File: config.mk
export PLATFORM = sky130hd
export DESIGN_NAME = fail_safe_watchdog_timer
export DESIGN_NICKNAME = d
export VERILOG_FILES = /design/src/pkg/wdt_pkg.sv /design/src/logic/fail_safe_watchdog_timer.sv /design/src/logic/wdt_prescaler.sv
export SDC_FILE = /design/constraint.sdc
export NUM_CORES = 1
export LEC_CHECK = 0
export ABC_AREA = 1
export CORE_MARGIN = 10
export CORE_UTILIZATION = 60
export DETAILED_ROUTE_END_ITERATION = 7
export DONT_BUFFER_PORTS = 1
export PLACE_DENSITY = 0.76
export SYNTH_ARGS = -nofsm -noshare
export SYNTH_HDL_FRONTEND = slang
export SYNTH_SLANG_ARGS = --single-unit
File: constraint.sdc
create_clock -name clk -period 3.5 [get_ports clk]
set_clock_uncertainty 0.2 [all_clocks]
set_input_delay 0.525 -clock clk [delete_from_list [all_inputs] [get_ports clk]]
set_output_delay 0.525 -clock clk [all_outputs]
set_load 0.03 [all_outputs]
File: src/pkg/wdt_pkg.sv
// How it works
// - after reset the counter runs and is armed with no software action
// - compatible mode: disable only honoured before end of initialisation
// - enhanced mode: disable and enable commands work at any time
// - overflow while enabled pulses internal reset and pulls reset indication low
// - 16-bit counter ticks at system clock divided by 2, 4, 128 or 256
// - software sets a reload value for the counter's upper byte
// - service loads upper byte from reload value and clears lower byte
// - reset defaults: divide by 2, reload zero, 3.28 ms at 40 MHz
`default_nettype none
package wdt_pkg;

  // ==========================================================
  // bus and register map
  localparam int         ADDR_W       = 4;
  localparam logic [3:0] OFS_CTRL     = 4'h0;
  localparam logic [3:0] OFS_CMD      = 4'h4;
  localparam logic [3:0] OFS_STATUS   = 4'h8;
  localparam logic [3:0] OFS_COUNT    = 4'hC;
  localparam logic [1:0] RESP_OKAY    = 2'h0;
  localparam logic [1:0] RESP_SLVERR  = 2'h2;

  // ==========================================================
  // field positions
  localparam int CTRL_ENH_BIT   = 0;
  localparam int CTRL_PSEL_LSB  = 1;
  localparam int CTRL_RELOAD_LSB = 8;
  localparam int CMD_SERVICE_BIT = 0;
  localparam int CMD_DISABLE_BIT = 1;
  localparam int CMD_ENABLE_BIT  = 2;
  localparam int CMD_INIT_END_BIT = 3;
  localparam int ST_ENABLED_BIT  = 0;
  localparam int ST_INITDONE_BIT = 1;
  localparam int ST_OVF_BIT      = 2;
  localparam int ST_ENH_BIT      = 3;

  // ==========================================================
  // reset values and counts
  localparam logic [1:0]  PSEL_DIV2   = 2'h0;
  localparam logic [1:0]  PSEL_DIV4   = 2'h1;
  localparam logic [1:0]  PSEL_DIV128 = 2'h2;
  localparam logic [1:0]  PSEL_DIV256 = 2'h3;
  localparam logic [1:0]  PSEL_RST    = PSEL_DIV2;
  localparam logic [7:0]  RELOAD_RST  = 8'h00;
  localparam logic [7:0]  TC_DIV2     = 8'h01;
  localparam logic [7:0]  TC_DIV4     = 8'h03;
  localparam logic [7:0]  TC_DIV128   = 8'h7F;
  localparam logic [7:0]  TC_DIV256   = 8'hFF;
  localparam logic [15:0] CNT_TOP     = 16'hFFFF;

  typedef enum logic [1:0] {
    REG_CTRL   = 2'h0,
    REG_CMD    = 2'h1,
    REG_STATUS = 2'h3,
    REG_COUNT  = 2'h2
  } reg_sel_t;

endpackage
`default_nettype wire
File: src/logic/fail_safe_watchdog_timer.sv
// Design decisions made here: the placing of the registers and the AXI4-Lite slave port.
`timescale 1ns/1ps
`default_nettype none
module fail_safe_watchdog_timer
  import wdt_pkg::*;
(
  input  wire logic              clk,
  input  wire logic              rstn,
  input  wire logic [ADDR_W-1:0] s_axi_awaddr,
  input  wire logic              s_axi_awvalid,
  output logic                   s_axi_awready,
  input  wire logic [31:0]       s_axi_wdata,
  input  wire logic [3:0]        s_axi_wstrb,
  input  wire logic              s_axi_wvalid,
  output logic                   s_axi_wready,
  output logic [1:0]             s_axi_bresp,
  output logic                   s_axi_bvalid,
  input  wire logic              s_axi_bready,
  input  wire logic [ADDR_W-1:0] s_axi_araddr,
  input  wire logic              s_axi_arvalid,
  output logic                   s_axi_arready,
  output logic [31:0]            s_axi_rdata,
  output logic [1:0]             s_axi_rresp,
  output logic                   s_axi_rvalid,
  input  wire logic              s_axi_rready,
  output logic                   hw_reset_req,
  output logic                   reset_indication_output_n
);

  typedef struct packed {
    logic              awready;
    logic              wready;
    logic              bvalid;
    logic [1:0]        bresp;
    logic              arready;
    logic              rvalid;
    logic [1:0]        rresp;
    logic [31:0]       rdata;
    logic              have_aw;
    logic              have_w;
    logic [ADDR_W-1:0] awaddr;
    logic [31:0]       wdata;
    logic [3:0]        wstrb;
    logic [15:0]       cnt;
    logic              enabled;
    logic              init_done;
    logic              enh_mode;
    logic [1:0]        psel;
    logic [7:0]        supervisor_reload_value;
    logic              ovf_seen;
    logic              rst_req;
    logic              rsto_n;
  } wdt_state_t;

  wdt_state_t st_r;
  wdt_state_t st_nxt;
  logic       tick;
  logic       service;

  // decode shared by the write and read paths
  function automatic logic [2:0] decode(input logic [ADDR_W-1:0] a);
    logic [2:0] r;
    r = {1'b0, REG_CTRL};
    case (a)
      OFS_CTRL:   r = {1'b1, REG_CTRL};
      OFS_CMD:    r = {1'b1, REG_CMD};
      OFS_STATUS: r = {1'b1, REG_STATUS};
      OFS_COUNT:  r = {1'b1, REG_COUNT};
      default:    r = {1'b0, REG_CTRL};
    endcase
    return r;
  endfunction

  wdt_prescaler u_pre (
    .clk     (clk),
    .rstn    (rstn),
    .sel     (st_r.psel),
    .restart (service),
    .tick    (tick)
  );

  // ==========================================================
  // command decode from the pending write
  logic       wr_go;
  logic [2:0] wr_dec;
  logic [2:0] rd_dec;
  logic       end_of_init_instruction;
  logic       supervisor_disable_instruction;
  logic       supervisor_enable_instruction;

  always_comb begin
    wr_go  = st_r.have_aw && st_r.have_w && !st_r.bvalid;
    wr_dec = decode(st_r.awaddr);
    rd_dec = decode(s_axi_araddr);
    service = 1'b0;
    end_of_init_instruction        = 1'b0;
    supervisor_disable_instruction = 1'b0;
    supervisor_enable_instruction  = 1'b0;
    if (wr_go && wr_dec[2] && (wr_dec[1:0] == REG_CMD) && st_r.wstrb[0]) begin
      service                        = st_r.wdata[CMD_SERVICE_BIT];
      supervisor_disable_instruction = st_r.wdata[CMD_DISABLE_BIT];
      supervisor_enable_instruction  = st_r.wdata[CMD_ENABLE_BIT];
      end_of_init_instruction        = st_r.wdata[CMD_INIT_END_BIT];
    end
  end

  // ==========================================================
  // next state
  always_comb begin
    st_nxt = st_r;
    st_nxt.rst_req = 1'b0;

    // write address and data taken in either order
    st_nxt.awready = !st_r.have_aw && !st_r.bvalid;
    st_nxt.wready  = !st_r.have_w && !st_r.bvalid;
    if (s_axi_awvalid && st_r.awready) begin
      st_nxt.have_aw = 1'b1;
      st_nxt.awaddr  = s_axi_awaddr;
      st_nxt.awready = 1'b0;
    end
    if (s_axi_wvalid && st_r.wready) begin
      st_nxt.have_w  = 1'b1;
      st_nxt.wdata   = s_axi_wdata;
      st_nxt.wstrb   = s_axi_wstrb;
      st_nxt.wready  = 1'b0;
    end
    if (wr_go) begin
      st_nxt.have_aw = 1'b0;
      st_nxt.have_w  = 1'b0;
      st_nxt.bvalid  = 1'b1;
      st_nxt.awready = 1'b0;
      st_nxt.wready  = 1'b0;
      st_nxt.bresp   = wr_dec[2] ? RESP_OKAY : RESP_SLVERR;
      if (wr_dec[2] && (wr_dec[1:0] == REG_CTRL)) begin
        // mode is frozen once initialisation has ended
        if (st_r.wstrb[0] && !st_r.init_done) begin
          st_nxt.enh_mode = st_r.wdata[CTRL_ENH_BIT];
        end
        if (st_r.wstrb[0]) begin
          st_nxt.psel = st_r.wdata[CTRL_PSEL_LSB +: 2];
        end
        if (st_r.wstrb[1]) begin
          st_nxt.supervisor_reload_value = st_r.wdata[CTRL_RELOAD_LSB +: 8];
        end
      end
    end
    if (st_r.bvalid && s_axi_bready) begin
      st_nxt.bvalid = 1'b0;
    end

    // read channel: one read at a time
    st_nxt.arready = !st_r.rvalid;
    if (s_axi_arvalid && st_r.arready) begin
      st_nxt.arready = 1'b0;
      st_nxt.rvalid  = 1'b1;
      st_nxt.rresp   = rd_dec[2] ? RESP_OKAY : RESP_SLVERR;
      st_nxt.rdata   = 32'h0000_0000;
      if (rd_dec[2]) begin
        case (reg_sel_t'(rd_dec[1:0]))
          REG_CTRL: begin
            st_nxt.rdata[CTRL_ENH_BIT]           = st_r.enh_mode;
            st_nxt.rdata[CTRL_PSEL_LSB +: 2]     = st_r.psel;
            st_nxt.rdata[CTRL_RELOAD_LSB +: 8]   = st_r.supervisor_reload_value;
          end
          REG_STATUS: begin
            st_nxt.rdata[ST_ENABLED_BIT]  = st_r.enabled;
            st_nxt.rdata[ST_INITDONE_BIT] = st_r.init_done;
            st_nxt.rdata[ST_OVF_BIT]      = st_r.ovf_seen;
            st_nxt.rdata[ST_ENH_BIT]      = st_r.enh_mode;
          end
          REG_COUNT: begin
            st_nxt.rdata[15:0] = st_r.cnt;
          end
          default: begin
            st_nxt.rdata = 32'h0000_0000;
          end
        endcase
      end
    end
    if (st_r.rvalid && s_axi_rready) begin
      st_nxt.rvalid  = 1'b0;
      st_nxt.arready = 1'b0;
    end

    // enable control
    if (supervisor_disable_instruction) begin
      if (st_r.enh_mode) begin
        st_nxt.enabled = 1'b0;
      end else if (!st_r.init_done) begin
        st_nxt.enabled = 1'b0;
      end
    end
    if (supervisor_enable_instruction && st_r.enh_mode) begin
      st_nxt.enabled = 1'b1;
    end
    if (end_of_init_instruction) begin
      st_nxt.init_done = 1'b1;
      st_nxt.rsto_n    = 1'b1;
    end

    // counter: service beats a tick in the same cycle
    if (service) begin
      st_nxt.cnt = {st_r.supervisor_reload_value, 8'h00};
    end else if (st_r.enabled && tick) begin
      st_nxt.cnt = st_r.cnt + 16'h0001;
      if (st_r.cnt == CNT_TOP) begin
        // one-cycle request; indication held low until the next end of init
        st_nxt.rst_req   = 1'b1;
        st_nxt.rsto_n    = 1'b0;
        st_nxt.ovf_seen  = 1'b1;
        st_nxt.init_done = 1'b0;
        st_nxt.cnt       = {st_r.supervisor_reload_value, 8'h00};
      end
    end
  end

  // ==========================================================
  // state register
  always_ff @(posedge clk or negedge rstn) begin
    if (!rstn) begin
      st_r                         <= '0;
      st_r.enabled                 <= 1'b1;
      st_r.psel                    <= PSEL_RST;
      st_r.supervisor_reload_value <= RELOAD_RST;
    end else begin
      st_r <= st_nxt;
    end
  end

  assign s_axi_awready             = st_r.awready;
  assign s_axi_wready              = st_r.wready;
  assign s_axi_bvalid              = st_r.bvalid;
  assign s_axi_bresp               = st_r.bresp;
  assign s_axi_arready             = st_r.arready;
  assign s_axi_rvalid              = st_r.rvalid;
  assign s_axi_rresp               = st_r.rresp;
  assign s_axi_rdata               = st_r.rdata;
  assign hw_reset_req              = st_r.rst_req;
  assign reset_indication_output_n = st_r.rsto_n;

endmodule
`default_nettype wire

File: src/logic/wdt_prescaler.sv
`timescale 1ns/1ps
`default_nettype none
module wdt_prescaler
  import wdt_pkg::*;
(
  input  wire logic       clk,
  input  wire logic       rstn,
  input  wire logic [1:0] sel,
  input  wire logic       restart,
  output logic            tick
);

  typedef struct packed {
    logic [7:0] cnt;
    logic       tick;
  } pre_state_t;

  pre_state_t st_r;
  pre_state_t st_nxt;

  function automatic logic [7:0] term_count(input logic [1:0] s);
    case (s)
      PSEL_DIV2:   term_count = TC_DIV2;
      PSEL_DIV4:   term_count = TC_DIV4;
      PSEL_DIV128: term_count = TC_DIV128;
      default:     term_count = TC_DIV256;
    endcase
  endfunction

  // ==========================================================
  // divider: one tick every 2/4/128/256 clocks
  always_comb begin
    st_nxt = st_r;
    st_nxt.tick = 1'b0;
    if (restart) begin
      st_nxt.cnt = 8'h00;
    end else if (st_r.cnt >= term_count(sel)) begin
      st_nxt.cnt  = 8'h00;
      st_nxt.tick = 1'b1;
    end else begin
      st_nxt.cnt = st_r.cnt + 8'h01;
    end
  end

  always_ff @(posedge clk or negedge rstn) begin
    if (!rstn) begin
      st_r <= '0;
    end else begin
      st_r <= st_nxt;
    end
  end

  assign tick = st_r.tick;

endmodule
`default_nettype wire

==> run summary <==
Outcome: complete, no violations
Least-Margin Pin Slew: 0.705 ns
NetSw: 0.00110 W
Worst-path fanout max: 17
Post-synth cell types: 35
Max incr delay on CP: 0.50 ns
Layout Nets: 556
Share of the clock period used by the worst path after layout: 62.4%
Initial Util: 62.1%
Post-synth EDFFs: 0
Number of cells traversed by the worst register-to-register path: 5
Fraction of synthesized cell area taken by the top area cell type: 48.7%
Detailed-route via count: 3137
Total instance count after detailed placement: 584
Setup total negative slack: 0 ns
Initial antenna violation count: 0
Leakage component of the power: 2.15 nW
List of cells traversed by the critical path: nand2_1 -> inv_1 -> nand2_1 -> clkinv_1 -> a32o_1
Buffers plus inverters on the worst setup path: 2
Cell types occupying the most area after synthesis: sky130_fd_sc_hd__dfrtp_1 (49%), sky130_fd_sc_hd__nand2_1 (12%), sky130_fd_sc_hd__buf_4 (6.5%), sky130_fd_sc_hd__inv_1 (4.7%), sky130_fd_sc_hd__nor2_1 (4.7%)
Estimated wirelength of the detail-placed design: 6600 um
Post-route DRC: 0
Worst hold margin: 0.0615 ns
MaxCap Viol Count: 0
Cell area power density: 668 nW/um^2
End-of-flow core utilization: 63.3%
Chip Width: 104 um
Fraction of power consumed by sequential logic: 53.4%
Required @ worst endpoint: 3.54 ns
Proportion of synthesized flip-flops having asynchronous set or reset: 100%
Largest net degree at the start of global routing: 85
CTS tree: yes
Synthesized netlist cell count: 516
Final critical-path setup slack: 1.31 ns
Full die area: 10900 sq um
CP startpoint kind: flop
Placer Congestion: 0.938
Primary flip-flop cell chosen by synthesis mapping: sky130_fd_sc_hd__dfrtp_1
Max clock buf depth: 2
Number of inserted diodes: 0
Signed area change from the synthesized netlist to the final layout: 1.91%
Height of the chip: 104 um
Post-cts gate resize count: 0
Hold violation total from the final report: 0
Worst setup slack before clock tree synthesis: 1.30 ns
Post-synthesis cell type with the largest combined area: sky130_fd_sc_hd__dfrtp_1
Net switching fraction of the power: 38.0%
Register-to-register path setup slack: 1.31 ns
DRT antenna net count: 0
Crit path capture type: flop
Overflow after GRT: 0
Vias per Instance: 5.21
Max Fclk: 458 MHz
Sequential share of the synthesized area: 49.3%
Total Routing Usage GR: 16.2%
Placement Rows: 30
Number of I/O pins: 94
Slowest stage cell, crit path: sky130_fd_sc_hd__dfrtp_1
Global-route wire length before repair: 14800 um
Critical Setup Path Class: reg2reg
Commonest cells after routing, fill and taps aside: sky130_fd_sc_hd__nand2_1 (132), sky130_fd_sc_hd__dfrtp_1 (83), sky130_fd_sc_hd__inv_1 (54), sky130_fd_sc_hd__nor2_1 (54), sky130_fd_sc_hd__nand3_1 (40)
RSZ-0062 raised after global routing: false
Buffer cell driving the clock tree root: sky130_fd_sc_hd__clkbuf_8
Peak supply drop: 0.471 mV
Clock-pin transition on the worst setup and hold timing paths: 0.08 ns
Internal Power: 0.00180 W
Family of cells with the greatest summed delay on the critical path: simple AND/OR/NAND/NOR gates
Total detailed-routing wirelength: 8730 um
Clock group share of total power: 23.8%
Reg-to-Reg End: s_axi_rdata[4]
Post-layout min period: 2.19 ns
Combinational power share: 22.8%
Number of stages on the worst hold path: 1
WL/cell: 14.5 um
Clock sinks: 84
CTS HTree Levels: 3
Number of warning messages in the yosys log: 0
Netlist area before placement: 4270 sq um
Hold_sp: s_axi_bready
CTS buffer count: 9
End point of the worst hold path: s_axi_bvalid
Total of flip-flops plus latches after synthesis: 84
DRT iter0 DRCs: 223
Vias in the first global route: 3121
Fraction of layout cells with a size suffix above 1: 7.71%
Leading cell type in the layout, fill and taps excluded: sky130_fd_sc_hd__nand2_1
Cell mode on critical path: sky130_fd_sc_hd__nand2_1
Arrival time reported for the critical path endpoint: 2.23 ns
Max-slew headroom: 53.0%
Type of the worst min-delay path: in2reg
Area inside the core boundary: 6870 sq um
Setup violations, final: 0
Syn_area_per_cell: 8.27 sq um
Number of max-slew violations in the final report: 0
Port-buffer cells: 0
Reg2reg start: s_axi_arready
Drt pass-1 iters: 5
Clock latency of the later-clocked register in the worst-skew pair: 0.35 ns
Final non-filler cell total: 602
## through the flow
step	instance area, sq um	total power, W
floorplan	4330	0.00211
global placement	4110	0.00217
detailed placement	4110	0.00222
CTS	4350	0.00293
global route	4350	0.00311
finish	4350	0.00291
## cell type report
class,count,area [sq um]
repair buffers,2,37.5
well taps,96,120
multi-input cells,345,1670
flip-flops and latches,84,2100
fillers,611,2520
inverters,59,221
clock buffers,10,138
clock inverters,6,63.8
## how the worst max path moves through the flow
stage                        startpoint        endpoint  slack [ns]  cells past startpoint
after floorplan            s_axi_bvalid        st_r[10]        1.74                      7
after global placement    s_axi_arready  s_axi_rdata[7]        1.35                      5
after detailed placement  s_axi_arready  s_axi_rdata[4]        1.30                      5
after CTS                 s_axi_arready  s_axi_rdata[4]        1.29                      5
after global routing      s_axi_arready  s_axi_rdata[4]        1.10                      5
final                     s_axi_arready  s_axi_rdata[4]        1.31                      5
## worst register-to-register path, cell delays in order (launching register included)
cell and delay (ns):
sky130_fd_sc_hd__dfrtp_1 0.50, sky130_fd_sc_hd__nand2_1 0.46, sky130_fd_sc_hd__inv_1 0.26, sky130_fd_sc_hd__nand2_1 0.14
sky130_fd_sc_hd__clkinv_1 0.22, sky130_fd_sc_hd__a32o_1 0.30
## Yosys cell counts (all sizes together), types with 3 or more instances
master    n
nand2   135
a22o      5
ha        4
o22ai    11
dfrtp    83
nand4     6
o21ai    30
clkbuf    3
a21oi    15
nor2     59
buf      42
nand3    41
xor2      9
inv      57
xnor2     3
## timing repair
| item | 4_1_cts | 5_1_grt |
|---|---|---|
| hold buffers | 2 | 0 |
| hold endpoints to repair | 84 | 0 |
| setup buffers | 0 | 0 |
## sequential cells by signal, summed over array words and instances (netlist names)
register                   count
s_axi_awready                  1
s_axi_wready                   1
s_axi_rvalid                   1
st_r                          50
s_axi_arready                  1
s_axi_bresp                    1
s_axi_rresp                    1
u_pre.tick                     1
u_pre.st_r                     8
s_axi_rdata                   16
hw_reset_req                   1
s_axi_bvalid                   1
reset_indication_output_n      1
## power by group through the flow
stage	Combinational, W	Sequential (W)	Clock (W)
final	0.000661	0.00155	0.000693
after global routing	0.000769	0.00159	0.000747
after CTS	0.000669	0.00156	0.000704
after detailed placement	0.000639	0.00158	0
after global placement	0.000608	0.00156	0
after floorplan	0.000666	0.00144	0
## cell families (layout without fill, tap and decap cells)
logic type | count (synthesis) | in the layout | share of synthesized area, %
AOI/OAI and AO/OA | 65 | 65 | 9.44
xor gates and xnor gates | 12 | 12 | 2.46
adders and majority gates | 4 | 4 | 1.17
buffers and inverters | 104 | 77 | 13.2
DFF | 84 | 84 | 49.3
other | 1 | 18 | 0.0879
and+or+nand+nor | 246 | 246 | 24.4
## metal layers
metal  track usage, %  vias to the layer above  part of all wire, %
met4             5.67                        0                  1.3
li1                 -                     1559                    -
met1             20.8                     1467                   44
met3             5.76                       10                  9.2
met2             24.6                      101                   45
met5                0                        -                    0
Note: power is estimated with default switching activity, not from simulation.
